**config.mk**
```make
export PLATFORM = sky130hd
export DESIGN_NAME = flash_program_erase_sequencer
export DESIGN_NICKNAME = d
export VERILOG_FILES = /design/src/common/flash_seq_pkg.sv /design/src/core/bank_ctrl_reg.sv /design/src/core/flash_program_erase_sequencer.sv
export SDC_FILE = /design/constraint.sdc
export NUM_CORES = 2
export LEC_CHECK = 0
export ABC_CLOCK_PERIOD_IN_PS = 3650
export BUFFER_PORTS_ARGS = -buffer_cell sky130_fd_sc_hd__buf_4
export CORE_UTILIZATION = 30
export CTS_CLUSTER_SIZE = 16
export DETAILED_ROUTE_END_ITERATION = 7
export PLACE_DENSITY_LB_ADDON = 0.12
export SETUP_SLACK_MARGIN = 0.15
export SYNTH_ARGS = -nofsm -noshare
export SYNTH_HDL_FRONTEND = slang
export SYNTH_SLANG_ARGS = --single-unit
```
**constraint.sdc**
```tcl
create_clock -name clock_i -period 3.65 [get_ports clock_i]
set_input_delay 0.5475 -clock clock_i [delete_from_list [all_inputs] [get_ports clock_i]]
set_output_delay 0.5475 -clock clock_i [all_outputs]
set_load 0.01 [all_outputs]
```
**src/common/flash_seq_pkg.sv**
```systemverilog
package flash_seq_pkg;

  // register byte offsets on the wishbone side
  localparam logic [7:0] OFF_LOWER_CTRL   = 8'h00;
  localparam logic [7:0] OFF_UPPER_CTRL   = 8'h04;
  localparam logic [7:0] OFF_ERASE_SEL_A  = 8'h08;
  localparam logic [7:0] OFF_ERASE_SEL_B  = 8'h0c;
  localparam logic [7:0] OFF_STATUS       = 8'h10;

  // bank control register bit positions
  localparam int BIT_PROG_PULSE   = 0;
  localparam int BIT_ERASE_PULSE  = 1;
  localparam int BIT_PROG_VERIFY  = 2;
  localparam int BIT_ERASE_VERIFY = 3;
  localparam int BIT_PROG_SETUP   = 4;
  localparam int BIT_ERASE_SETUP  = 5;
  localparam int BIT_SW_ENABLE    = 6;
  localparam int CTRL_W           = 7;

  // status register bit positions
  localparam int ST_PERMIT        = 0;
  localparam int ST_LOWER_PROG    = 1;
  localparam int ST_LOWER_ERASE   = 2;
  localparam int ST_UPPER_PROG    = 3;
  localparam int ST_UPPER_ERASE   = 4;
  localparam int ST_READ_BLOCKED  = 5;
  localparam int ST_COUNT_LSB     = 8;

  // reset values and the word returned by blocked reads
  localparam logic [CTRL_W-1:0] CTRL_RESET = 7'h00;
  localparam logic [7:0]        SEL_RESET  = 8'h00;
  localparam logic [15:0]       BLOCKED_READ = 16'hffff;

  // array address map
  localparam int ADDR_W      = 19;
  localparam int PAGE_BYTES  = 128;
  localparam int PAGE_IDX_W  = 7;
  localparam logic [ADDR_W-1:0] LOWER_LAST = 19'h3ffff;
  localparam logic [ADDR_W-1:0] UPPER_LAST = 19'h47fff;

  typedef struct packed {
    logic sw_enable;
    logic programming;
    logic erasing;
    logic verifying;
  } bank_mode_s;

  typedef struct packed {
    logic              rd;
    logic              wr;
    logic [ADDR_W-1:0] addr;
    logic [7:0]        wdata;
  } flash_req_s;

endpackage : flash_seq_pkg

```
**src/core/bank_ctrl_reg.sv**
```systemverilog
`timescale 1ns/1ps
module bank_ctrl_reg
  import flash_seq_pkg::*;
(
  // clock and reset
  input  wire logic                clock_i,
  input  wire logic                rstn_i,
  // register write
  input  wire logic                wr_i,
  input  wire logic [CTRL_W-1:0]   wdata_i,
  input  wire logic                permit_i,
  // state
  output logic      [CTRL_W-1:0]   ctrl_o,
  output flash_seq_pkg::bank_mode_s mode_o
);
  import flash_seq_pkg::*;

  typedef struct packed {
    logic [CTRL_W-1:0] ctrl;
  } state_s;

  state_s state_ff;
  state_s nxt_state;

  always_comb begin
    nxt_state = state_ff;
    if (!permit_i) begin
      // permit pin low wipes the bits so nothing resumes on its return
      nxt_state.ctrl = CTRL_RESET;
    end else if (wr_i) begin
      nxt_state.ctrl = wdata_i;
    end
  end

  always_ff @(posedge clock_i or negedge rstn_i) begin
    if (!rstn_i) begin
      state_ff <= '{ctrl: CTRL_RESET};
    end else begin
      state_ff <= nxt_state;
    end
  end

  assign ctrl_o = state_ff.ctrl;
  assign mode_o.sw_enable   = state_ff.ctrl[BIT_SW_ENABLE] & permit_i;
  // pulse lasts exactly as long as the pulse bit stays set together with the enable and setup bits and the synchronised permit
  assign mode_o.programming = permit_i & state_ff.ctrl[BIT_SW_ENABLE] & state_ff.ctrl[BIT_PROG_SETUP]
                              & state_ff.ctrl[BIT_PROG_PULSE];
  assign mode_o.erasing     = permit_i & state_ff.ctrl[BIT_SW_ENABLE] & state_ff.ctrl[BIT_ERASE_SETUP]
                              & state_ff.ctrl[BIT_ERASE_PULSE];
  assign mode_o.verifying   = state_ff.ctrl[BIT_SW_ENABLE]
                              & (state_ff.ctrl[BIT_PROG_VERIFY] | state_ff.ctrl[BIT_ERASE_VERIFY]);

endmodule : bank_ctrl_reg

```
**src/core/flash_program_erase_sequencer.sv**
```systemverilog
`timescale 1ns/1ps
// Contract
// - lower bank addresses use the lower control register, upper bank the upper one.
// - normal reads of a bank under program or erase return no array data.
// - program and erase never happen while the write permit pin is low; the code stops them four clock edges after the pin falls, and ignores a low of one cycle.
// - 128 byte writes from a 128-aligned start are latched as address and data.
// - setup, 50 us wait, pulse bit; programming lasts while pulse bit set.
// - verify dummy write latches address; word read returns that address's data.
// - erase setup, 100 us wait, pulse bit; erase while set, at most 10 ms.
// - whole array unreadable while lower bank software enable is set; the code still passes verify reads of a verifying bank.
module flash_program_erase_sequencer
  import flash_seq_pkg::*;
(
  // clock and reset
  input  wire logic                        clock_i,
  input  wire logic                        rstn_i,
  // wishbone register slave
  input  wire logic                        wb_cyc_i,
  input  wire logic                        wb_stb_i,
  input  wire logic                        wb_we_i,
  input  wire logic [7:0]                  wb_adr_i,
  input  wire logic [3:0]                  wb_sel_i,
  input  wire logic [31:0]                 wb_dat_i,
  output logic      [31:0]                 wb_dat_o,
  output logic                             wb_ack_o,
  // write permit pin
  input  wire logic                        flash_write_permit_pin_i,
  // cpu access to the flash address space
  input  flash_seq_pkg::flash_req_s        flash_req_i,
  output logic      [15:0]                 flash_rdata_o,
  output logic                             flash_rvalid_o,
  // array macro side
  output logic      [flash_seq_pkg::ADDR_W-1:0] arr_addr_o,
  input  wire logic [15:0]                 arr_rdata_i,
  input  wire logic [flash_seq_pkg::PAGE_IDX_W-1:0] page_idx_i,
  output logic      [7:0]                  page_byte_o,
  output logic      [1:0]                  prog_pulse_o,
  output logic      [1:0]                  erase_pulse_o,
  output logic      [15:0]                 erase_blocks_o
);
  import flash_seq_pkg::*;

  typedef struct packed {
    logic [2:0]                       permit_sync;
    logic                             permit;
    logic                             ack;
    logic [31:0]                      rdat;
    logic [7:0]                       sel_a;
    logic [7:0]                       sel_b;
    logic [PAGE_BYTES-1:0][7:0]       page;
    logic [7:0]                       page_cnt;
    logic [ADDR_W-1:0]                latch_addr;
    logic [ADDR_W-1:0]                arr_addr;
    logic                             rd_pend;
    logic                             rd_blocked;
    logic                             last_blocked;
    logic [15:0]                      rdata;
    logic                             rvalid;
    logic [7:0]                       page_byte;
  } state_s;

  state_s state_ff;
  state_s nxt_state;

  logic [CTRL_W-1:0] lower_ctrl;
  logic [CTRL_W-1:0] upper_ctrl;
  bank_mode_s        lower_mode;
  bank_mode_s        upper_mode;
  logic              bus_req;
  logic              bus_wr;
  logic              req_lower;
  logic              req_upper;
  bank_mode_s        req_mode;
  logic              req_busy;
  logic [31:0]       status_word;

  assign bus_req = wb_cyc_i & wb_stb_i;
  // writes land on the edge where ack is seen, as the master expects
  assign bus_wr  = bus_req & wb_we_i & state_ff.ack & wb_sel_i[0];

  bank_ctrl_reg u_lower_ctrl (
    .clock_i  (clock_i),
    .rstn_i   (rstn_i),
    .wr_i     (bus_wr && wb_adr_i == OFF_LOWER_CTRL),
    .wdata_i  (wb_dat_i[CTRL_W-1:0]),
    .permit_i (state_ff.permit),
    .ctrl_o   (lower_ctrl),
    .mode_o   (lower_mode)
  );

  bank_ctrl_reg u_upper_ctrl (
    .clock_i  (clock_i),
    .rstn_i   (rstn_i),
    .wr_i     (bus_wr && wb_adr_i == OFF_UPPER_CTRL),
    .wdata_i  (wb_dat_i[CTRL_W-1:0]),
    .permit_i (state_ff.permit),
    .ctrl_o   (upper_ctrl),
    .mode_o   (upper_mode)
  );

  // address decode into banks
  assign req_lower = flash_req_i.addr <= LOWER_LAST;
  assign req_upper = (flash_req_i.addr > LOWER_LAST) && (flash_req_i.addr <= UPPER_LAST);

  always_comb begin
    req_mode = '0;
    if (req_lower) begin
      req_mode = lower_mode;
    end else if (req_upper) begin
      req_mode = upper_mode;
    end
  end

  // lower enable hides the whole array, but a verifying bank must still answer its verify reads
  assign req_busy = (lower_mode.sw_enable & ~req_mode.verifying)
                    | ((req_lower | req_upper) & (req_mode.programming | req_mode.erasing));

  always_comb begin
    status_word = '0;
    status_word[ST_PERMIT]       = state_ff.permit;
    status_word[ST_LOWER_PROG]   = lower_mode.programming;
    status_word[ST_LOWER_ERASE]  = lower_mode.erasing;
    status_word[ST_UPPER_PROG]   = upper_mode.programming;
    status_word[ST_UPPER_ERASE]  = upper_mode.erasing;
    status_word[ST_READ_BLOCKED] = state_ff.last_blocked;
    status_word[ST_COUNT_LSB +: 8] = state_ff.page_cnt;
  end

  always_comb begin
    nxt_state = state_ff;

    // permit pin: three stages, a change counts once the last two agree
    nxt_state.permit_sync = {state_ff.permit_sync[1:0], flash_write_permit_pin_i};
    if (state_ff.permit_sync[1] == state_ff.permit_sync[2]) begin
      nxt_state.permit = state_ff.permit_sync[2];
    end

    // wishbone: answer one cycle after the request, drop the cycle after
    nxt_state.ack = bus_req & ~state_ff.ack;
    if (bus_req && !state_ff.ack) begin
      unique case (wb_adr_i)
        OFF_LOWER_CTRL:  nxt_state.rdat = {25'h0000000, lower_ctrl};
        OFF_UPPER_CTRL:  nxt_state.rdat = {25'h0000000, upper_ctrl};
        OFF_ERASE_SEL_A: nxt_state.rdat = {24'h000000, state_ff.sel_a};
        OFF_ERASE_SEL_B: nxt_state.rdat = {24'h000000, state_ff.sel_b};
        OFF_STATUS:      nxt_state.rdat = status_word;
        default:         nxt_state.rdat = 32'h00000000;
      endcase
    end
    if (bus_wr && wb_adr_i == OFF_ERASE_SEL_A) begin
      nxt_state.sel_a = wb_dat_i[7:0];
    end
    if (bus_wr && wb_adr_i == OFF_ERASE_SEL_B) begin
      nxt_state.sel_b = wb_dat_i[7:0];
    end
    if (!state_ff.permit) begin
      nxt_state.sel_a = SEL_RESET;
      nxt_state.sel_b = SEL_RESET;
    end

    // byte writes into the flash space
    if (flash_req_i.wr && req_mode.sw_enable) begin
      nxt_state.latch_addr = flash_req_i.addr;
      if (!req_mode.verifying && !req_mode.programming && !req_mode.erasing) begin
        // index from the low seven address bits, so a 128-aligned run fills the page
        nxt_state.page[flash_req_i.addr[PAGE_IDX_W-1:0]] = flash_req_i.wdata;
        if (flash_req_i.addr[PAGE_IDX_W-1:0] == 7'h00) begin
          nxt_state.page_cnt = 8'h01;
        end else begin
          nxt_state.page_cnt = state_ff.page_cnt + 8'h01;
        end
      end
    end

    // reads: address the array, take its word on the next cycle
    nxt_state.rvalid  = 1'b0;
    nxt_state.rd_pend = 1'b0;
    if (flash_req_i.rd) begin
      nxt_state.rd_pend    = 1'b1;
      nxt_state.rd_blocked = req_busy;
      // in verify the word comes from the latched address, not the bus
      nxt_state.arr_addr   = req_mode.verifying ? state_ff.latch_addr : flash_req_i.addr;
    end else if (flash_req_i.wr && req_mode.sw_enable) begin
      nxt_state.arr_addr = flash_req_i.addr;
    end
    if (state_ff.rd_pend) begin
      nxt_state.rvalid       = 1'b1;
      nxt_state.last_blocked = state_ff.rd_blocked;
      nxt_state.rdata        = state_ff.rd_blocked ? BLOCKED_READ : arr_rdata_i;
    end

    nxt_state.page_byte = state_ff.page[page_idx_i];
  end

  always_ff @(posedge clock_i or negedge rstn_i) begin
    if (!rstn_i) begin
      state_ff <= '0;
    end else begin
      state_ff <= nxt_state;
    end
  end

  assign wb_ack_o       = state_ff.ack;
  assign wb_dat_o       = state_ff.rdat;
  assign flash_rdata_o  = state_ff.rdata;
  assign flash_rvalid_o = state_ff.rvalid;
  assign arr_addr_o     = state_ff.arr_addr;
  assign page_byte_o    = state_ff.page_byte;
  assign prog_pulse_o   = {upper_mode.programming, lower_mode.programming};
  assign erase_pulse_o  = {upper_mode.erasing, lower_mode.erasing};
  assign erase_blocks_o = (lower_mode.erasing | upper_mode.erasing) ? {state_ff.sel_b, state_ff.sel_a} : 16'h0000;

endmodule : flash_program_erase_sequencer

```
======== After elaboration in Yosys (flattened, before gate mapping) ========
Cells that the tools add are included.
word-level totals
  register bits ........................... 1,165
  latch bits .............................. 0
  bits in writable memories ............... 0
  bits in read-only memories .............. 0
  input port bits ......................... 102
  output and inout port bits .............. 97
  logic and storage cells ................. 229
  memories kept ........................... 0
operators by class
  add/sub/neg operators ................... 1
  multipliers ............................. 0
  div/mod/pow operators ................... 0
  magnitude comparators ................... 6
  equal/unequal tests ..................... 9
  shift operators ......................... 0
  mux-type cells .......................... 23
  bitwise gates (word level) .............. 27
  reductions and logical operators ........ 18
operators by type and width
  cell                                                               count
  bitwise mux 1024 bit                                               1
  one-hot mux 16 bit (5 select lines)                                1
  two-way mux 19 bit                                                 3
  binary-select mux 8 bit (select 7 bit)                             1
  demux 8 bit (select 7 bit)                                         1
  two-way mux 16 bit                                                 3
  two-way mux 8 bit                                                  5
  two-way mux 7 bit                                                  4
  bitwise AND 1 bit                                                  19
  greater-than comparator 19 x 18 -> 1 bit (second input constant)   1
  less-or-equal comparator 19 x 18 -> 1 bit (second input constant)  1
  less-or-equal comparator 19 bit (second input constant)            1
  == test 8 x 4 -> 1 bit (second input constant)                     2
  less-than comparator 7 x 8 -> 1 bit (second input constant)        2
  logical AND 1 bit                                                  10
  adder 8 x 1 -> 8 bit (second input constant)                       1
  == test 8 x 3 -> 1 bit (second input constant)                     1
  == test 8 x 5 -> 1 bit (second input constant)                     1
  zero test 8 bit                                                    1
  two-way mux 4 bit                                                  2
  inequality test 2 x 1 -> 1 bit (second input constant)             4
  >= comparator 7 x 1 -> 1 bit (second input constant)               1
  zero test 7 bit                                                    1
  bitwise OR 1 bit                                                   6
  7 further kinds                                                    11

======== Depth between registers and ports, before layout ========
  depth after elaboration ................. 9
  mapped depth ............................ 10

======== Modules after synthesis ========
A second synthesis with hierarchy kept.
second synthesis, totals
  cell total of the unflattened synthesis .. 3,378
  area, all modules ....................... 52,623.0 um^2
by module, submodules not included
  module                         times used  cells an instance  area each (um^2)  seq. area each (um^2)
  flash_program_erase_sequencer  1           3,326              51,964.8          28,402.2
  bank_ctrl_reg                  2           26                 329.1             175.2

======== Least setup slack after synthesis ========
OpenSTA, ideal clock, no wires.
  path kind ............................... input to register
  start point ............................. input port page_idx_i[0] (netlist name)
  end point ............................... register state_ff, in the netlist page_byte_o[0]
  setup time .............................. 0.125 ns
  data arrival time ....................... 3.205 ns
  required time ........................... 3.525 ns
  path slack .............................. 0.320 ns
  cell stages on the path ................. 7
  buffers on the path ..................... 3
  cell sequence ........................... clkbuf_1 > buf_2 > buf_1 > mux4_2 > mux4_2 > mux4_2 > mux2_2
RTL lines
  element               RTL line                              RTL
  from (decl)           flash_program_erase_sequencer.sv:35   input wire logic [flash_seq_pkg::PAGE_IDX_W-1:0] page_idx_i,
  to (signal assigned)  flash_program_erase_sequencer.sv:199  state_ff <= nxt_state;
  to (decl)             flash_program_erase_sequencer.sv:62   state_s state_ff;

======== Worst setup path in the final report ========
  start point ............................. input port flash_req_i[23] (netlist name)
  end point ............................... register state_ff[721] (netlist name)
on the way
  word-level cells in the longest chain between the ends .. 8
ends and longest elaborated chain
  element                                                                                             RTL line                              RTL
  from (decl)                                                                                         flash_program_erase_sequencer.sv:29   input flash_seq_pkg::flash_req_s flash_req_i,
  greater-than comparator 19 x 18 -> 1 bit / less-or-equal comparator 19 bit (equally long branches)  flash_program_erase_sequencer.sv:103  assign req_upper = (flash_req_i.addr > LOWER_LAST) && (flash_req_i.addr <= UPPER_LAST);
  logical AND 1 bit                                                                                   flash_program_erase_sequencer.sv:103
  two-way mux 4 bit                                                                                   flash_program_erase_sequencer.sv:109  end else if (req_upper) begin
  two-way mux 4 bit *                                                                                 flash_program_erase_sequencer.sv:107  if (req_lower) begin
  zero test 1 bit                                                                                     flash_program_erase_sequencer.sv:164  if (!req_mode.verifying && !req_mode.programming && !req_mode.erasing) begin
  logical AND 1 bit (2 in a row)                                                                      flash_program_erase_sequencer.sv:164
  AND reduction 2 bit (no line) *                                                                     -
Every way passes the cells marked *; elsewhere a longest branch is shown, timed or not.
A chain may end at the register's enable or synchronous reset.

==> metrics.txt <==
outcome=finished, final reports clean; via count=29600; dpl cells=between 5000 and 6000; fmax=slightly below 0.3 GHz; row count=roughly 160; Synth Area in Simple Gates=approximately 5.3%; net count reported at finish=~3700; reg-to-reg startpoint=u_lower_ctrl.ctrl_o[0]; Final ANT Viol Nets=0; Initial Util=around 30%; die width=between 400 and 500 um; Tcrit/Tclk final=between 90% and 100%; Area Growth Syn to Fin=17.9%; CTS H-tree depth=4; largest area contributor in the netlist=dfrtp_1; Die ar.=about 180000 um^2; MaxCap Viol Count=0; Leak Pwr=29.7 nW; Clock Power Share=49.4%; Synth cell types=~50; Mapped Cells=roughly 3400; crit path max-delay cell type=or4b_4; Vias/cell=between 4 and 5; CTS buffer count=about 140; critical-path maximum fanout=13; DR iter-0 viols=about 1500; Total Routed Length=between 100000 and 150000 um; synthesized-area fraction occupied by adder cells=less than 1%; Final Skew=~0.029 ns; GPL Wtd Cong=0.741; GR Util All Layers=16.6%; prevailing post-synth register cell=dfrtp_1; number of port buffers=roughly 160; total global routing overflow=0; worst stage delay on the critical path=slightly above 0.7 ns; DIE HEIGHT=approximately 430 um; register area share after synthesis=about 53%; Seq pwr share=a little under half; Switching Share=a little under a quarter; critical path cell sequence=dlygate4sd3_1 > buf_4 > or4b_4 > o21ai_2 > or4b_4 > buf_4 > or3_1 > mux2_1; Period minus WS final=3.37 ns; RSZ-0062 raised after global routing=false; R2R Setup Slk=0.59 ns; initial antenna violation count=6; drc violations=0; largest net degree at the start of global routing=approximately 130; Mapped Area=around 54000 um^2; combinational power share=just over 5%; critical path's top delay family=simple AND/OR/NAND/NOR gates; CTS Sinks=approximately 1100; Synth top area share=a little over half; Area contributors post-synth=dfrtp_1 (53%), mux2_2 (22%), mux4_2 (14%), nor4_4 (1.9%), clkbuf_1 (1.5%); Routed wire per std cell=roughly 24 um; clk buf depth=3; FF+latch count, synth=approximately 1100; Peak supply drop=between 0.3 and 0.4 mV; total negative setup slack=0 ns; post-layout util=between 30% and 40%; Max Slew Vio Count=0; CTS resizes=0; NetSw=6.69 mW; CP Launch Type=input port; HP Class=in -> reg; detailed-router iteration count before antenna repair=5; layout cell share with drive strength beyond 1=57.2%; final-report hold violation count=0; Clock Latency Late Sink=0.77 ns; required time of the critical path=roughly 4.3 ns; largest family of logic cells by synthesized area=multiplexers; DP Wirelength=between 90000 and 100000 um; post-synthesis mux area share=roughly 37%; hold_sp=arr_rdata_i[4]; Crit. End Element=register; final setup violation count=0; core footprint=178000 um^2; Mean Syn Cell Area=between 15 and 20 um^2; fraction of synthesized cell area in xor and xnor cells=0%; I/O Pins=just under 200; placement-stage cell area=58600 um^2; ys async rst share=100%; Finished Layout Cells=6053; Bufs and invs on worst path=3; Pwr per Cell Area=roughly 440 nW/um^2; global-route wire length before repair=about 220000 um; Relative slew margins=a little over a quarter; FF-to-FF End=state_ff[721]; crit path DAT=4.01 ns; crit path kind=in -> reg; Hold EP=flash_rdata_o[4]; CTS tree=done; P_int=between 20 and 25 mW; Root Buffer=clkbuf_16; post-route cell area=63400 um^2; hold depth=3; R2R depth=6; FILL cells=roughly 17000; number of synthesized flops with an enable pin=0; Synth Area in Compound Gates=less than 1%; Worst Tran Pin Value=roughly 1.1 ns; yosys warns=0; vias in the first global route=31700; clock-pin slew on the worst setup and hold paths=about 0.06 ns
==> cell families after synthesis <==
group	after synthesis
other	1
multiplexers	1445
AND/OR/NAND/NOR	349
AO/OA/AOI/OAI	74
flip-flops	1149
buffers and inverters	357
adder cells (fa/ha/maj)	2
==> power groups by stage <==
stage,registers (mW),logic (mW),clock network (mW)
final,12.8,1.42,13.9
after global routing,12.8,1.56,14.9
after CTS,12.8,1.48,14.5
after detailed placement,13.0,1.46,0
after global placement,13.0,1.47,0
after floorplan,13.0,0.692,0
==> what timing repair did <==
item | 4_1_cts | 5_1_grt
endpoints found under the hold margin | 64 | 0
setup endpoints to repair | 0 | 0
hold buffers | 21 | 0
buffers inserted | 0 | 0
==> through the flow <==
stage | hold slack, ns | setup WS (ns) | total power [mW]
floorplan | 0.252 | 0.320 | 13.7
global placement | 0.337 | 0.0439 | 14.5
detailed placement | 0.338 | 0.0200 | 14.5
CTS | 0.00153 | 0.301 | 28.8
global route | 0.0394 | 0.233 | 29.3
finish | 0.0685 | 0.275 | 28.2
==> registers in the layout (all words and copies together) (netlist names) <==
signal	flops
state_ff	1072
page_byte_o	8
flash_rvalid_o	1
u_upper_ctrl.ctrl_o	7
flash_rdata_o	16
u_lower_ctrl.ctrl_o	7
wb_dat_o	16
wb_ack_o	1
arr_addr_o	19
nxt_state	2
==> cell type report <==
type	instances	area (um^2)	area share, %
clock buffers	194	4050	6.38
multi-input cells	1886	23400	36.9
flip-flops and latches	1149	28800	45.3
repair buffers	410	3690	5.81
well taps	2355	2950	4.65
diodes	4	10.0	0.0158
inverters	6	22.5	0.0355
clock inverters	49	556	0.876
==> placed cells by master (no fill, tap or decap), types with 19 or more instances in the layout <==
cell,count
mux2_2,1037
a21oi_1,43
clkinv_2,23
buf_4,343
nand2_1,48
nand3_1,21
nor4_4,49
clkbuf_8,36
or3_1,19
dfrtp_1,1149
dlygate4sd3_1,21
clkbuf_16,139
buf_12,43
mux2i_1,55
clkbuf_1,19
mux4_2,338
nor3_2,65
nor2_1,70
nor2b_1,34
==> worst min-delay path, delay by kind of cell <==
family | cells | cell delay, ns
buf+inv | 1 | 0.08
compound gates | 1 | 0.13
simple gates | 1 | 0.03
==> per-layer routing <==
layer / vias up / part of all wire [%] / global-route usage [%]
met2: 347 / 49 / 26.9
met1: 16100 / 47 / 23.5
met5: - / 0 / 0
met3: 174 / 2.4 / 2.35
li1: 13000 / - / -
met4: 0 / 1.8 / 3.88
==> worst max path at each step <==
stage                     from  cells after the start  slack [ns]             end
2_1_floorplan    page_idx_i[0]                      7        0.32  page_byte_o[0]
3_3_place_gp   flash_req_i[23]                      7        0.04   state_ff[337]
3_5_place_dp   flash_req_i[23]                      7        0.02   state_ff[721]
4_1_cts        flash_req_i[23]                      8        0.30   state_ff[721]
5_1_grt        flash_req_i[23]                      8        0.23   state_ff[721]
6_report       flash_req_i[23]                      8        0.28   state_ff[721]
==> synthesized netlist by cell type (3+ instances only) <==
library cell and n:
a21oi_1 43, a222oi_1 5, and2_1 16, buf_1 49, buf_2 4, buf_4 77
buf_6 11, clkbuf_1 210, dfrtp_1 1149, inv_1 6, mux2_1 15, mux2_2 1037
mux2i_1 55, mux4_2 338, nand2_1 50, nand2b_1 3, nand3_1 22, nand3b_1 3
nor2_1 70, nor2b_1 35, nor3_2 65, nor4_4 48, o21ai_0 16, or3_1 19
No activity file was read; power rests on OpenSTA's default activity.
